==> config.mk <==
export PLATFORM = sky130hd
export DESIGN_NAME = sequencer_irq_flag_bank
export DESIGN_NICKNAME = d
export VERILOG_FILES = /design/src/hdl/irq_bank_pkg.sv /design/src/hdl/sequencer_irq_flag_bank.sv /design/src/hdl/edge_catch.sv
export SDC_FILE = /design/constraint.sdc
export NUM_CORES = 1
export LEC_CHECK = 0
export BUFFER_PORTS_ARGS = -buffer_cell sky130_fd_sc_hd__buf_4
export CAP_MARGIN = 30
export CORE_MARGIN = 4
export CORE_UTILIZATION = 46
export DETAILED_ROUTE_END_ITERATION = 10
export PLACE_DENSITY = 0.74
export SLEW_MARGIN = 20
export SYNTH_ARGS = -nofsm -noshare
export SYNTH_HDL_FRONTEND = slang
export SYNTH_SLANG_ARGS = --single-unit
==> constraint.sdc <==
create_clock -name pclk -period 1.75 [get_ports pclk]
set_input_delay 0.175 -clock pclk [delete_from_list [all_inputs] [get_ports pclk]]
set_output_delay 0.175 -clock pclk [all_outputs]
set_load 0.005 [all_outputs]
==> src/hdl/irq_bank_pkg.sv <==
// constants, register map and carrier types of the sequencer irq flag bank
// assumes one pclk domain and an apb slave port with 32-bit data
`default_nettype none

package irq_bank_pkg;

   // widths
   localparam int DATA_W = 32;
   localparam int ADDR_W = 12;
   localparam int FLAG_W = 21;
   localparam int NUM_CONV = 3;
   localparam int USER_W = 12;
   localparam int EVT_W = 3;

   // register byte offsets
   localparam logic [11:0] MASK_OFS = 12'h000;
   localparam logic [11:0] FLAGS_OFS = 12'h004;
   localparam logic [11:0] CLEAR_OFS = 12'h008;
   localparam logic [11:0] EVT_STATUS_OFS = 12'h00C;
   localparam logic [11:0] EVT_MASK_OFS = 12'h010;

   // field positions inside the flag register
   localparam int CAL_START_LSB = 18;
   localparam int CAL_END_LSB = 15;
   localparam int DONE_LSB = 12;
   localparam int USER_LSB = 0;

   // bits of the block event status register
   localparam int EVT_CALIB = 0;
   localparam int EVT_DONE = 1;
   localparam int EVT_USER = 2;

   // reset values
   localparam logic [20:0] FLAGS_RST = 21'h000000;
   localparam logic [20:0] MASK_RST = 21'h000000;
   localparam logic [2:0] EVT_RST = 3'h0;
   localparam logic [31:0] RDATA_RST = 32'h00000000;

   // converter status pins, one bit per converter
   typedef struct packed {
      logic [2:0] calibrating;
      logic [2:0] result_valid;
   } conv_pins_t;

   // one decoded apb request
   typedef struct packed {
      logic [11:0] addr;
      logic write;
      logic [31:0] wdata;
   } apb_req_t;

endpackage

`default_nettype wire

==> src/hdl/sequencer_irq_flag_bank.sv <==
// sticky interrupt flag bank for the sample sequencing engine
// assumes an apb master on pclk, converter pins asynchronous to pclk
// and user flag set pulses from sequencer logic on pclk
//
// How it works
// - 21 interrupt lines, each flag and mask
// - mask one passes flag, zero blocks it
// - calibrate rise sets bits 20, 19, 18
// - calibrate fall sets bits 17, 16, 15
// - result valid rise sets bits 14..12
// - bits 11..0 are sequencer user flags
// - converter events never touch user flags
// - clear register is write-only, bit per flag
// - writing one clears the matching flag
// - writing zero leaves the flag alone
// - set beats a simultaneous clear
// - flags, mask and clear reset to zero
//
// Added by the designer: the register offsets and the APB slave port.
`default_nettype none

module sequencer_irq_flag_bank (
   input wire logic pclk,
   input wire logic presetn,
   input wire logic psel,
   input wire logic penable,
   input wire logic pwrite,
   input wire logic [11:0] paddr,
   input wire logic [31:0] pwdata,
   output logic [31:0] prdata,
   output logic pready,
   output logic pslverr,
   input wire irq_bank_pkg::conv_pins_t conv_pins,
   input wire logic [11:0] user_flag_set,
   output logic [20:0] irq_lines,
   output logic irq_summary
);

   logic [20:0] flags_ff;
   logic [20:0] nxt_flags;
   logic [20:0] mask_ff;
   logic [20:0] nxt_mask;
   logic [20:0] set_vec;
   logic [20:0] clr_vec;
   logic [2:0] evt_ff;
   logic [2:0] nxt_evt;
   logic [2:0] evt_mask_ff;
   logic [2:0] nxt_evt_mask;
   logic [2:0] new_evt;
   logic [2:0] evt_rd_clr;
   logic [2:0] cal_rise;
   logic [2:0] cal_fall;
   logic [2:0] dv_rise;
   logic [31:0] prdata_ff;
   logic [31:0] rd_value;
   logic pready_ff;
   logic pslverr_ff;
   logic rd_err;
   logic done;
   irq_bank_pkg::apb_req_t req;

   // converter pins cross into pclk before edge detection
   for (genvar i = 0; i < irq_bank_pkg::NUM_CONV; i++) begin : g_conv
      edge_catch u_cal (
         .pclk(pclk),
         .presetn(presetn),
         .pin_async(conv_pins.calibrating[i]),
         .rise(cal_rise[i]),
         .fall(cal_fall[i])
      );
      edge_catch u_dv (
         .pclk(pclk),
         .presetn(presetn),
         .pin_async(conv_pins.result_valid[i]),
         .rise(dv_rise[i]),
         .fall() // end of result valid raises no flag
      );
   end

   // request view of the bus; done marks the completing edge
   assign req = {paddr, pwrite, pwdata};
   assign done = psel & penable & pready_ff;

   // set sources, converter events kept out of the user field
   always_comb begin
      set_vec = irq_bank_pkg::FLAGS_RST;
      set_vec[irq_bank_pkg::CAL_START_LSB +: 3] = cal_rise;
      set_vec[irq_bank_pkg::CAL_END_LSB +: 3] = cal_fall;
      set_vec[irq_bank_pkg::DONE_LSB +: 3] = dv_rise;
      set_vec[irq_bank_pkg::USER_LSB +: 12] = user_flag_set;
   end

   // clear strobes only on a completed write to the clear register
   always_comb begin
      clr_vec = irq_bank_pkg::FLAGS_RST;
      if (done && req.write && req.addr == irq_bank_pkg::CLEAR_OFS) begin
         clr_vec = req.wdata[20:0];
      end
   end

   // set is or-ed in after the clear so it wins the tie
   assign nxt_flags = (flags_ff & ~clr_vec) | set_vec;

   always_ff @(posedge pclk or negedge presetn) begin
      if (!presetn) begin
         flags_ff <= irq_bank_pkg::FLAGS_RST;
      end else begin
         flags_ff <= nxt_flags;
      end
   end

   // mask register; upper write bits are dropped
   always_comb begin
      nxt_mask = mask_ff;
      if (done && req.write && req.addr == irq_bank_pkg::MASK_OFS) begin
         nxt_mask = req.wdata[20:0];
      end
   end

   always_ff @(posedge pclk or negedge presetn) begin
      if (!presetn) begin
         mask_ff <= irq_bank_pkg::MASK_RST;
      end else begin
         mask_ff <= nxt_mask;
      end
   end

   // interrupt lines from a flop, aligned with the flag and mask flops
   always_ff @(posedge pclk or negedge presetn) begin
      if (!presetn) begin
         irq_lines <= irq_bank_pkg::FLAGS_RST;
      end else begin
         irq_lines <= nxt_flags & nxt_mask;
      end
   end

   // group events for the summary interrupt
   assign new_evt[irq_bank_pkg::EVT_CALIB] = |(cal_rise | cal_fall);
   assign new_evt[irq_bank_pkg::EVT_DONE] = |dv_rise;
   assign new_evt[irq_bank_pkg::EVT_USER] = |user_flag_set;

   // read clears only what the read returned, so a late event survives
   always_comb begin
      evt_rd_clr = irq_bank_pkg::EVT_RST;
      if (done && !req.write && req.addr == irq_bank_pkg::EVT_STATUS_OFS) begin
         evt_rd_clr = prdata_ff[2:0];
      end
      nxt_evt = (evt_ff & ~evt_rd_clr) | new_evt;
   end

   always_comb begin
      nxt_evt_mask = evt_mask_ff;
      if (done && req.write && req.addr == irq_bank_pkg::EVT_MASK_OFS) begin
         nxt_evt_mask = req.wdata[2:0];
      end
   end

   always_ff @(posedge pclk or negedge presetn) begin
      if (!presetn) begin
         evt_ff <= irq_bank_pkg::EVT_RST;
         evt_mask_ff <= irq_bank_pkg::EVT_RST;
         irq_summary <= 1'b0;
      end else begin
         evt_ff <= nxt_evt;
         evt_mask_ff <= nxt_evt_mask;
         irq_summary <= |(nxt_evt & nxt_evt_mask);
      end
   end

   // read mux; clear register and unused bits read as zero
   always_comb begin
      rd_value = irq_bank_pkg::RDATA_RST;
      rd_err = 1'b0;
      if (req.addr == irq_bank_pkg::MASK_OFS) begin
         rd_value[20:0] = mask_ff;
      end else if (req.addr == irq_bank_pkg::FLAGS_OFS) begin
         rd_value[20:0] = flags_ff;
      end else if (req.addr == irq_bank_pkg::CLEAR_OFS) begin
         rd_value = irq_bank_pkg::RDATA_RST;
      end else if (req.addr == irq_bank_pkg::EVT_STATUS_OFS) begin
         rd_value[2:0] = evt_ff;
      end else if (req.addr == irq_bank_pkg::EVT_MASK_OFS) begin
         rd_value[2:0] = evt_mask_ff;
      end else begin
         rd_err = 1'b1;
      end
   end

   // one wait state so pready, prdata and pslverr all come from flops
   always_ff @(posedge pclk or negedge presetn) begin
      if (!presetn) begin
         pready_ff <= 1'b0;
         pslverr_ff <= 1'b0;
         prdata_ff <= irq_bank_pkg::RDATA_RST;
      end else if (psel && penable && !pready_ff) begin
         pready_ff <= 1'b1;
         pslverr_ff <= rd_err;
         prdata_ff <= req.write ? irq_bank_pkg::RDATA_RST : rd_value;
      end else begin
         pready_ff <= 1'b0;
         pslverr_ff <= 1'b0;
         prdata_ff <= irq_bank_pkg::RDATA_RST;
      end
   end

   assign pready = pready_ff;
   assign pslverr = pslverr_ff;
   assign prdata = prdata_ff;

   // checks
   property p_irq_and;
      @(posedge pclk) disable iff (!presetn)
      irq_lines == (flags_ff & mask_ff);
   endproperty
   a_irq_and: assert property (p_irq_and)
      else $error("irq line differs from flag and mask");

   property p_masked_quiet;
      @(posedge pclk) disable iff (!presetn)
      (irq_lines & ~mask_ff) == 21'h000000;
   endproperty
   a_masked_quiet: assert property (p_masked_quiet)
      else $error("masked flag reached an irq line");

   property p_cal_start;
      @(posedge pclk) disable iff (!presetn)
      (cal_rise != 3'h0) |=> ((flags_ff[20:18] & $past(cal_rise))
         == $past(cal_rise));
   endproperty
   a_cal_start: assert property (p_cal_start)
      else $error("calibration start flag not set");

   property p_cal_end;
      @(posedge pclk) disable iff (!presetn)
      (cal_fall != 3'h0) |=> ((flags_ff[17:15] & $past(cal_fall))
         == $past(cal_fall));
   endproperty
   a_cal_end: assert property (p_cal_end)
      else $error("calibration end flag not set");

   property p_conv_done;
      @(posedge pclk) disable iff (!presetn)
      (dv_rise != 3'h0) |=> ((flags_ff[14:12] & $past(dv_rise))
         == $past(dv_rise));
   endproperty
   a_conv_done: assert property (p_conv_done)
      else $error("conversion done flag mismatch");

   property p_user_set;
      @(posedge pclk) disable iff (!presetn)
      (user_flag_set != 12'h000) |=> ((flags_ff[11:0]
         & $past(user_flag_set)) == $past(user_flag_set));
   endproperty
   a_user_set: assert property (p_user_set)
      else $error("user flag not set");

   property p_user_only;
      @(posedge pclk) disable iff (!presetn)
      (flags_ff[11:0] & ~$past(flags_ff[11:0])
         & ~$past(user_flag_set)) == 12'h000;
   endproperty
   a_user_only: assert property (p_user_only)
      else $error("user flag set without its source");

   property p_clear_reads_zero;
      @(posedge pclk) disable iff (!presetn)
      (done && !pwrite && paddr == irq_bank_pkg::CLEAR_OFS)
         |-> prdata == 32'h00000000;
   endproperty
   a_clear_reads_zero: assert property (p_clear_reads_zero)
      else $error("clear register read not zero");

   property p_clear_one;
      @(posedge pclk) disable iff (!presetn)
      (clr_vec != 21'h000000) |=>
         (flags_ff & $past(clr_vec & ~set_vec)) == 21'h000000;
   endproperty
   a_clear_one: assert property (p_clear_one)
      else $error("written one did not clear flag");

   property p_hold;
      @(posedge pclk) disable iff (!presetn)
      ($past(flags_ff) & ~flags_ff & ~$past(clr_vec)) == 21'h000000;
   endproperty
   a_hold: assert property (p_hold)
      else $error("flag dropped without a clear");

   property p_set_wins;
      @(posedge pclk) disable iff (!presetn)
      ((set_vec & clr_vec) != 21'h000000) |=>
         ((flags_ff & $past(set_vec)) == $past(set_vec));
   endproperty
   a_set_wins: assert property (p_set_wins)
      else $error("clear beat a simultaneous set");

   property p_upper_zero;
      @(posedge pclk) disable iff (!presetn)
      pready |-> prdata[31:21] == 11'h000;
   endproperty
   a_upper_zero: assert property (p_upper_zero)
      else $error("reserved read bits not zero");

   c_set_and_clear: cover property (@(posedge pclk) disable iff (!presetn)
      (set_vec & clr_vec) != 21'h000000);
   c_irq_up: cover property (@(posedge pclk) disable iff (!presetn)
      irq_lines != 21'h000000);
   c_summary: cover property (@(posedge pclk) disable iff (!presetn)
      $rose(irq_summary));
   c_done_flag: cover property (@(posedge pclk) disable iff (!presetn)
      dv_rise != 3'h0);

endmodule

`default_nettype wire

==> src/hdl/edge_catch.sv <==
// two-stage synchroniser with rise and fall detection for one pin
// assumes the pin is asynchronous to pclk and changes slower than pclk
`default_nettype none

module edge_catch (
   input wire logic pclk,
   input wire logic presetn,
   input wire logic pin_async,
   output logic rise,
   output logic fall
);

   logic sync1_ff;
   logic sync2_ff;
   logic prev_ff;

   // first stage is read only by the second one
   always_ff @(posedge pclk or negedge presetn) begin
      if (!presetn) begin
         sync1_ff <= 1'b0;
         sync2_ff <= 1'b0;
         prev_ff <= 1'b0;
      end else begin
         sync1_ff <= pin_async;
         sync2_ff <= sync1_ff;
         prev_ff <= sync2_ff;
      end
   end

   // one-cycle pulses on each synchronised transition
   assign rise = sync2_ff & ~prev_ff;
   assign fall = ~sync2_ff & prev_ff;

endmodule

`default_nettype wire

==> results.yml, run 1 <==
synth:
  ys_seq_area_share_pct: 65.6
  syn_inst: 322
  async_reset_ff_share_pct: 100
  synthesis.area_sq_mm: 0.00423
  avgSynthCellArea_sq_um: 13.1
  synth_seq_cells: 111
  yosysWarnings: 0
  synth_edf_count: 0
  ys_types: 37
  synth_flop_cell: "dfrtp_1"
clock_tree:
  clock_latency_ns: 0.37
  cts-htree-levels: 3
  cts_tree: "built"
  clock-sinks: 111
  cts-root-buf: "clkbuf_8"
  cts_buffer_depth: 2
  clkTransAtPathRegs_ns: 0.10
  cts_buffers: 9
cells_and_area:
  antenna_cells: 0
  fillers: 686
  final_common_cell: "buf_4"
  drive_gt1_share_pct: 44.1
  stdcell_area_sq_mm: 0.00582
  layout.nets: 537
  final_cells: 577
  final_cell_mix: "buf_4 (123), dfrtp_1 (111), nor2_1 (25)"
  area_delta_synth_final_pct: 37.5
critical_path:
  cpPeakStageDelay_ns: 0.53
  path_depth: 7
  worstPathCellList: "buf_6 -> or4_4 -> nor4_4 -> buf_4 -> a31oi_1 -> or4_1 -> a221o_1"
  reg2reg_slack_ns: -0.05
  cp-startpoint: "paddr[1]"
  crit_path_end: "irq_summary"
  critPathLaunchType: "input pin"
  r2r_start: "pready"
  cpMaxStageDelayCell: "or4_4"
  critical_path_arrival_ns: 2.07
  path_buf_inv: 2
  end_kind: "flop"
  cp.required_ns: 2.00
  critical_path_class: "input pin to flop"
  worstPathMaxFanout: 5
  path_delay_family: "simple AND/OR/NAND/NOR gates"
  timing.rr.end: "irq_lines[19]"
  r2r.worst_path.cells: 7
detailed_routing:
  vias: 3051
  wire_per_inst_um: 17.2
  drtIter0Drc: 160
  drcViolationCount: 0
  ant_nets: 0
  drt-pass1-iter-count: 5
  viasPerCell: 5.29
  wl_um: 9920
timing:
  rsz0062_at_grt: "true"
  fmax_mhz: 547
  tightestPinTransition_ns: 0.573
  slew_violations: 0
  setup_violations: 24
  totalNegativeSetupSlack_ns: -0.923
  min_period_over_period_pct: 104
  slew_headroom_pct: 61.8
  clock_skew_ns: 0.0129
  worst_slack_ns: -0.0768
  finalCriticalPeriod_ns: 1.83
  hold_viol_final: 0
pwr:
  pwr-share-comb_pct: 6.4
  p_leak_nw: 2.75
  swShare_pct: 22.8
  cellPowerDensity_mw_per_mm2: 739
  p_int_mw: 3.32
  p_seq_share_pct: 60.3
  ir_drop_uv: 382
  clockPowerShare_pct: 33.2
  p_switching_mw: 0.983
  power_mw: 4.30
flow_run:
  maxCapViolations: 0
floorplan:
  die_y_um: 104
  boundaryPins: 123
  dieWidth_um: 104
  start_util_pct: 47.9
  die_area_sq_mm: 0.0108
  core_sq_mm: 0.00885
  rows: 34
place:
  gp_congestion: 0.840
  placed_area_sq_mm: 0.00527
  io_buffers: 100
  dpl.hpwl_um: 6630
  placed_cells: 539
outcome:
  violations: "setup timing"
  outcome: "finished, violations left"
global_routing:
  grt_max_degree: 112
  antenna_found_initial: 0
  grt_pass1_wl_um: 16000
  grt_overflow_total: 0
  grt_pass1_vias: 3197
  track_usage_pct: 18.6
min_path:
  hp-class: "input pin to flop"
## layout make-up
type | count | area (sq um) | share of cell area [%]
flip-flops and latches | 111 | 2780 | 47.7
multi-input cells | 188 | 1480 | 25.5
repair buffers | 146 | 1210 | 20.8
clock buffers | 12 | 155 | 2.66
well taps | 108 | 135 | 2.32
clock inverters | 4 | 30.0 | 0.516
inverters | 8 | 30.0 | 0.516
## cells in the mapped netlist (2+ instances only)
master,number,area share (%)
a32o_1,3,0.71
buf_4,11,2.0
and2_1,22,3.3
nand2_1,2,0.18
or3_1,2,0.30
a22oi_1,18,3.2
nand3_1,23,2.7
nor2_1,25,2.2
clkbuf_1,10,0.89
mux2_2,23,6.1
ha_1,6,1.8
buf_2,2,0.24
dfrtp_1,111,66
buf_1,2,0.18
nand4_1,2,0.30
inv_1,8,0.71
nor4_1,2,0.30
a21o_1,22,3.9
a222oi_1,3,0.71
a21boi_0,2,0.35
nor4b_1,2,0.41
nor2b_1,3,0.44
or4_1,4,0.71
## sequential cells by signal (all words and copies together), names as in the netlist
name                   flops
evt_ff                     3
evt_mask_ff                3
flags_ff                  21
g_conv.u_cal.prev_ff       3
g_conv.u_cal.sync1_ff      3
g_conv.u_cal.sync2_ff      3
g_conv.u_dv.prev_ff        3
g_conv.u_dv.sync1_ff       3
g_conv.u_dv.sync2_ff       3
irq_lines                 21
irq_summary                1
mask_ff                   21
prdata                    21
pready                     1
pslverr                    1
## power groups by stage
stage               Sequential [mW]  Clock (mW)  Combinational [mW]
finish                         2.60        1.43               0.276
global route                   2.60        1.57               0.306
CTS                            2.60        1.46               0.275
detailed placement             2.65           0               0.250
global placement               2.65           0               0.246
floorplan                      2.65           0              0.0611
## logic make-up after synthesis
| family | Yosys count | synth area share (%) |
|---|---|---|
| flip-flops | 111 | 65.6 |
| AND/OR/NAND/NOR | 95 | 12.7 |
| AO/OA/AOI/OAI | 53 | 9.75 |
| buffers and inverters | 33 | 3.96 |
| multiplexers | 23 | 6.12 |
| adder cells (fa/ha/maj) | 6 | 1.77 |
| other | 1 | 0.0886 |
## how the worst min path moves through the flow
stage	startpoint	end	slack, ns	depth (start not counted)
2_1_floorplan	presetn	evt_ff[0]	-0.12	0
3_3_place_gp	conv_pins[2]	g_conv[2].u_dv.sync1_ff	0.28	1
3_5_place_dp	conv_pins[3]	g_conv[0].u_cal.sync1_ff	0.29	1
4_1_cts	user_flag_set[1]	flags_ff[1]	0.0009	2
5_1_grt	user_flag_set[8]	flags_ff[8]	0.007	2
6_report	user_flag_set[7]	flags_ff[7]	0.02	2
## routing by layer
layer / wire, um / part of all wire [%] / vias to the layer above / track usage, %
met4: 127 / 1.3 / 0 / 6.55
met3: 613 / 6.2 / 9 / 4.41
met5: 0 / 0 / - / 0
li1: - / - / 1394 / -
met2: 4980 / 50 / 109 / 30.2
met1: 4200 / 42 / 1539 / 24.5
## stage by stage
step | util [%] | worst slack, ns | hold WS, ns
2_1_floorplan | - | -0.289 | -0.121
3_3_place_gp | 59.6 | -0.477 | 0.285
3_5_place_dp | 59.6 | -0.518 | 0.286
4_1_cts | 64.1 | -0.0366 | 0.000913
5_1_grt | 65.8 | -0.125 | 0.00738
6_report | 65.8 | -0.0768 | 0.0173
## repair_timing
item | 4_1_cts | 5_1_grt
hold buffers | 10 | 0
gates cloned | 1 | 1
buffers inserted | 4 | 8
setup endpoints to repair | 43 | 56
resized for setup | 17 | 23
pin swaps | 18 | 39
hold endpoints to repair | 120 | 0
Note: power is estimated with default switching activity, not from simulation.
==> inputs of run 2 (changes only) <==
==> constraint.sdc (replaced) <==
create_clock -name pclk -period 1.75 [get_ports pclk]
set_input_delay 0.35 -clock pclk [delete_from_list [all_inputs] [get_ports pclk]]
set_output_delay 0.35 -clock pclk [all_outputs]
set_load 0.005 [all_outputs]
==> results.yml, run 2 (synthesis gave the netlist of run 1 again) <==
outcome:
  outcome: "finished, violations left"
  violations: "setup timing"
timing:
  hold_viol_final: 0
  worst_slack_ns: -0.254
  fmax_mhz: 499
  holdWs_ns: 0.0328
  rsz0062_at_grt: "true"
  slew_violations: 0
  finalCriticalPeriod_ns: 2.00
  slew_headroom_pct: 62.4
  setup_violations: 65
  tightestPinTransition_ns: 0.564
  min_period_over_period_pct: 115
  clock_skew_ns: 0.0125
place:
  dpl.hpwl_um: 6820
  placed_area_sq_mm: 0.00536
  gp_congestion: 0.879
  placed_cells: 551
  io_buffers: 100
critical_path:
  reg2reg_slack_ns: -0.19
  cpPeakStageDelay_ns: 0.53
  cp_common_cell: "buf_6"
  path_delay_family: "simple AND/OR/NAND/NOR gates"
  r2r.worst_path.cells: 5
  timing.rr.end: "irq_summary"
  worstPathCellList: "buf_6 -> or4_4 -> nor4_4 -> buf_6 -> nand4b_1 -> buf_6 -> mux2_4 -> and2_4"
  critPathLaunchType: "input pin"
  worstPathMaxFanout: 7
  cpMaxStageDelayCell: "or4_4"
  critical_path_class: "input pin to flop"
  end_kind: "flop"
  path_buf_inv: 3
  r2r_start: "pready"
  cp.required_ns: 2.01
  critical_path_arrival_ns: 2.26
cells_and_area:
  stdcell_area_sq_mm: 0.00588
  drive_gt1_share_pct: 46.7
  layout.nets: 537
  antenna_cells: 0
  final_cell_mix: "buf_4 (126), dfrtp_1 (111), nor2_1 (25)"
  final_cells: 577
  final_common_cell: "buf_4"
  area_delta_synth_final_pct: 38.8
clock_tree:
  cts_buffers: 9
  cts_buffer_depth: 2
  clock_latency_ns: 0.37
  hold_buffers: 0
  cts-root-buf: "clkbuf_8"
  clock-sinks: 111
  cts-htree-levels: 3
  cts_tree: "built"
  clkTransAtPathRegs_ns: 0.10
floorplan:
  die_area_sq_mm: 0.0108
  dieWidth_um: 104
  rows: 34
  core_sq_mm: 0.00885
  die_y_um: 104
  start_util_pct: 47.9
  boundaryPins: 123
detailed_routing:
  vias: 3072
  drtIter0Drc: 141
  drcViolationCount: 0
  viasPerCell: 5.32
  ant_nets: 0
  wl_um: 10300
  drt-pass1-iter-count: 5
  wire_per_inst_um: 17.9
pwr:
  ir_drop_uv: 425
  cellPowerDensity_mw_per_mm2: 727
  power_mw: 4.27
  p_leak_nw: 2.78
global_routing:
  track_usage_pct: 18.6
  grt_max_degree: 112
  antenna_found_initial: 0
  grt_pass1_wl_um: 16000
  grt_pass1_vias: 3226
  grt_overflow_total: 0
flow_run:
  maxCapViolations: 0
min_path:
  hp-class: "input pin to asynchronous set/reset pin"
## run 2: cell types whose count changed in the layout (fill, tap and decap cells not counted), moves of 2 or more
cell | previous run | this run
clkbuf_16 | 1 | 3
and2_4 | 8 | 3
clkbuf_8 | 11 | 9
nand3_2 | 12 | 3
inv_6 | 0 | 3
buf_4 | 123 | 126
mux2_4 | 2 | 4
a22oi_2 | 6 | 18
and2_1 | 14 | 19
mux2_2 | 21 | 19
dlygate4sd3_1 | 10 | 0
a22oi_1 | 12 | 0
nand3_1 | 11 | 20
buf_6 | 9 | 12
## run 2: report_power, final
group / internal [mW] / switching (mW) / total, mW
Sequential: 2.59 / 0.0114 / 2.60
Combinational: 0.137 / 0.135 / 0.272
Clock: 0.536 / 0.863 / 1.40
Total: 3.26 / 1.01 / 4.27
## run 2: timing repair
action | in CTS | in global routing
endpoints found under the setup margin | 75 | 85
setup buffers | 1 | 5
cloned | 2 | 3
gates resized for setup | 31 | 20
pin swaps | 7 | 28
## run 2: stage by stage
stage	util, %	TNS, ns	worst slack (ns)
4_1_cts	64.6	-8.98	-0.250
2_1_floorplan	-	-25.60	-0.464
5_1_grt	66.4	-15.10	-0.329
6_report	66.4	-9.91	-0.254
3_5_place_dp	60.6	-43.36	-0.661
3_3_place_gp	60.6	-40.48	-0.620
## run 2: worst max-delay path by stage
stage / cells past startpoint / from / endpoint
floorplan: 5 / paddr[1] / irq_summary
global placement: 7 / paddr[1] / irq_summary
detailed placement: 7 / paddr[1] / irq_summary
CTS: 8 / paddr[1] / irq_lines[11]
global route: 8 / paddr[1] / irq_lines[11]
finish: 8 / paddr[1] / irq_lines[11]
## run 2: final cells by class
cell class              instances  area [sq um]
multi-input cells             188          1500
repair buffers                146          1250
flip-flops and latches        111          2780
fillers                       659          2970
well taps                     108           135
clock inverters                 7          56.3
inverters                       8          30.0
clock buffers                   9           124
## run 2: metal layers
metal,GRT usage (%),part of all wire [%],up-vias
met5,0,0,-
met4,3.13,0.88,0
met3,5.09,7.0,6
met2,31.0,52,124
met1,24.8,40,1544
li1,-,-,1398
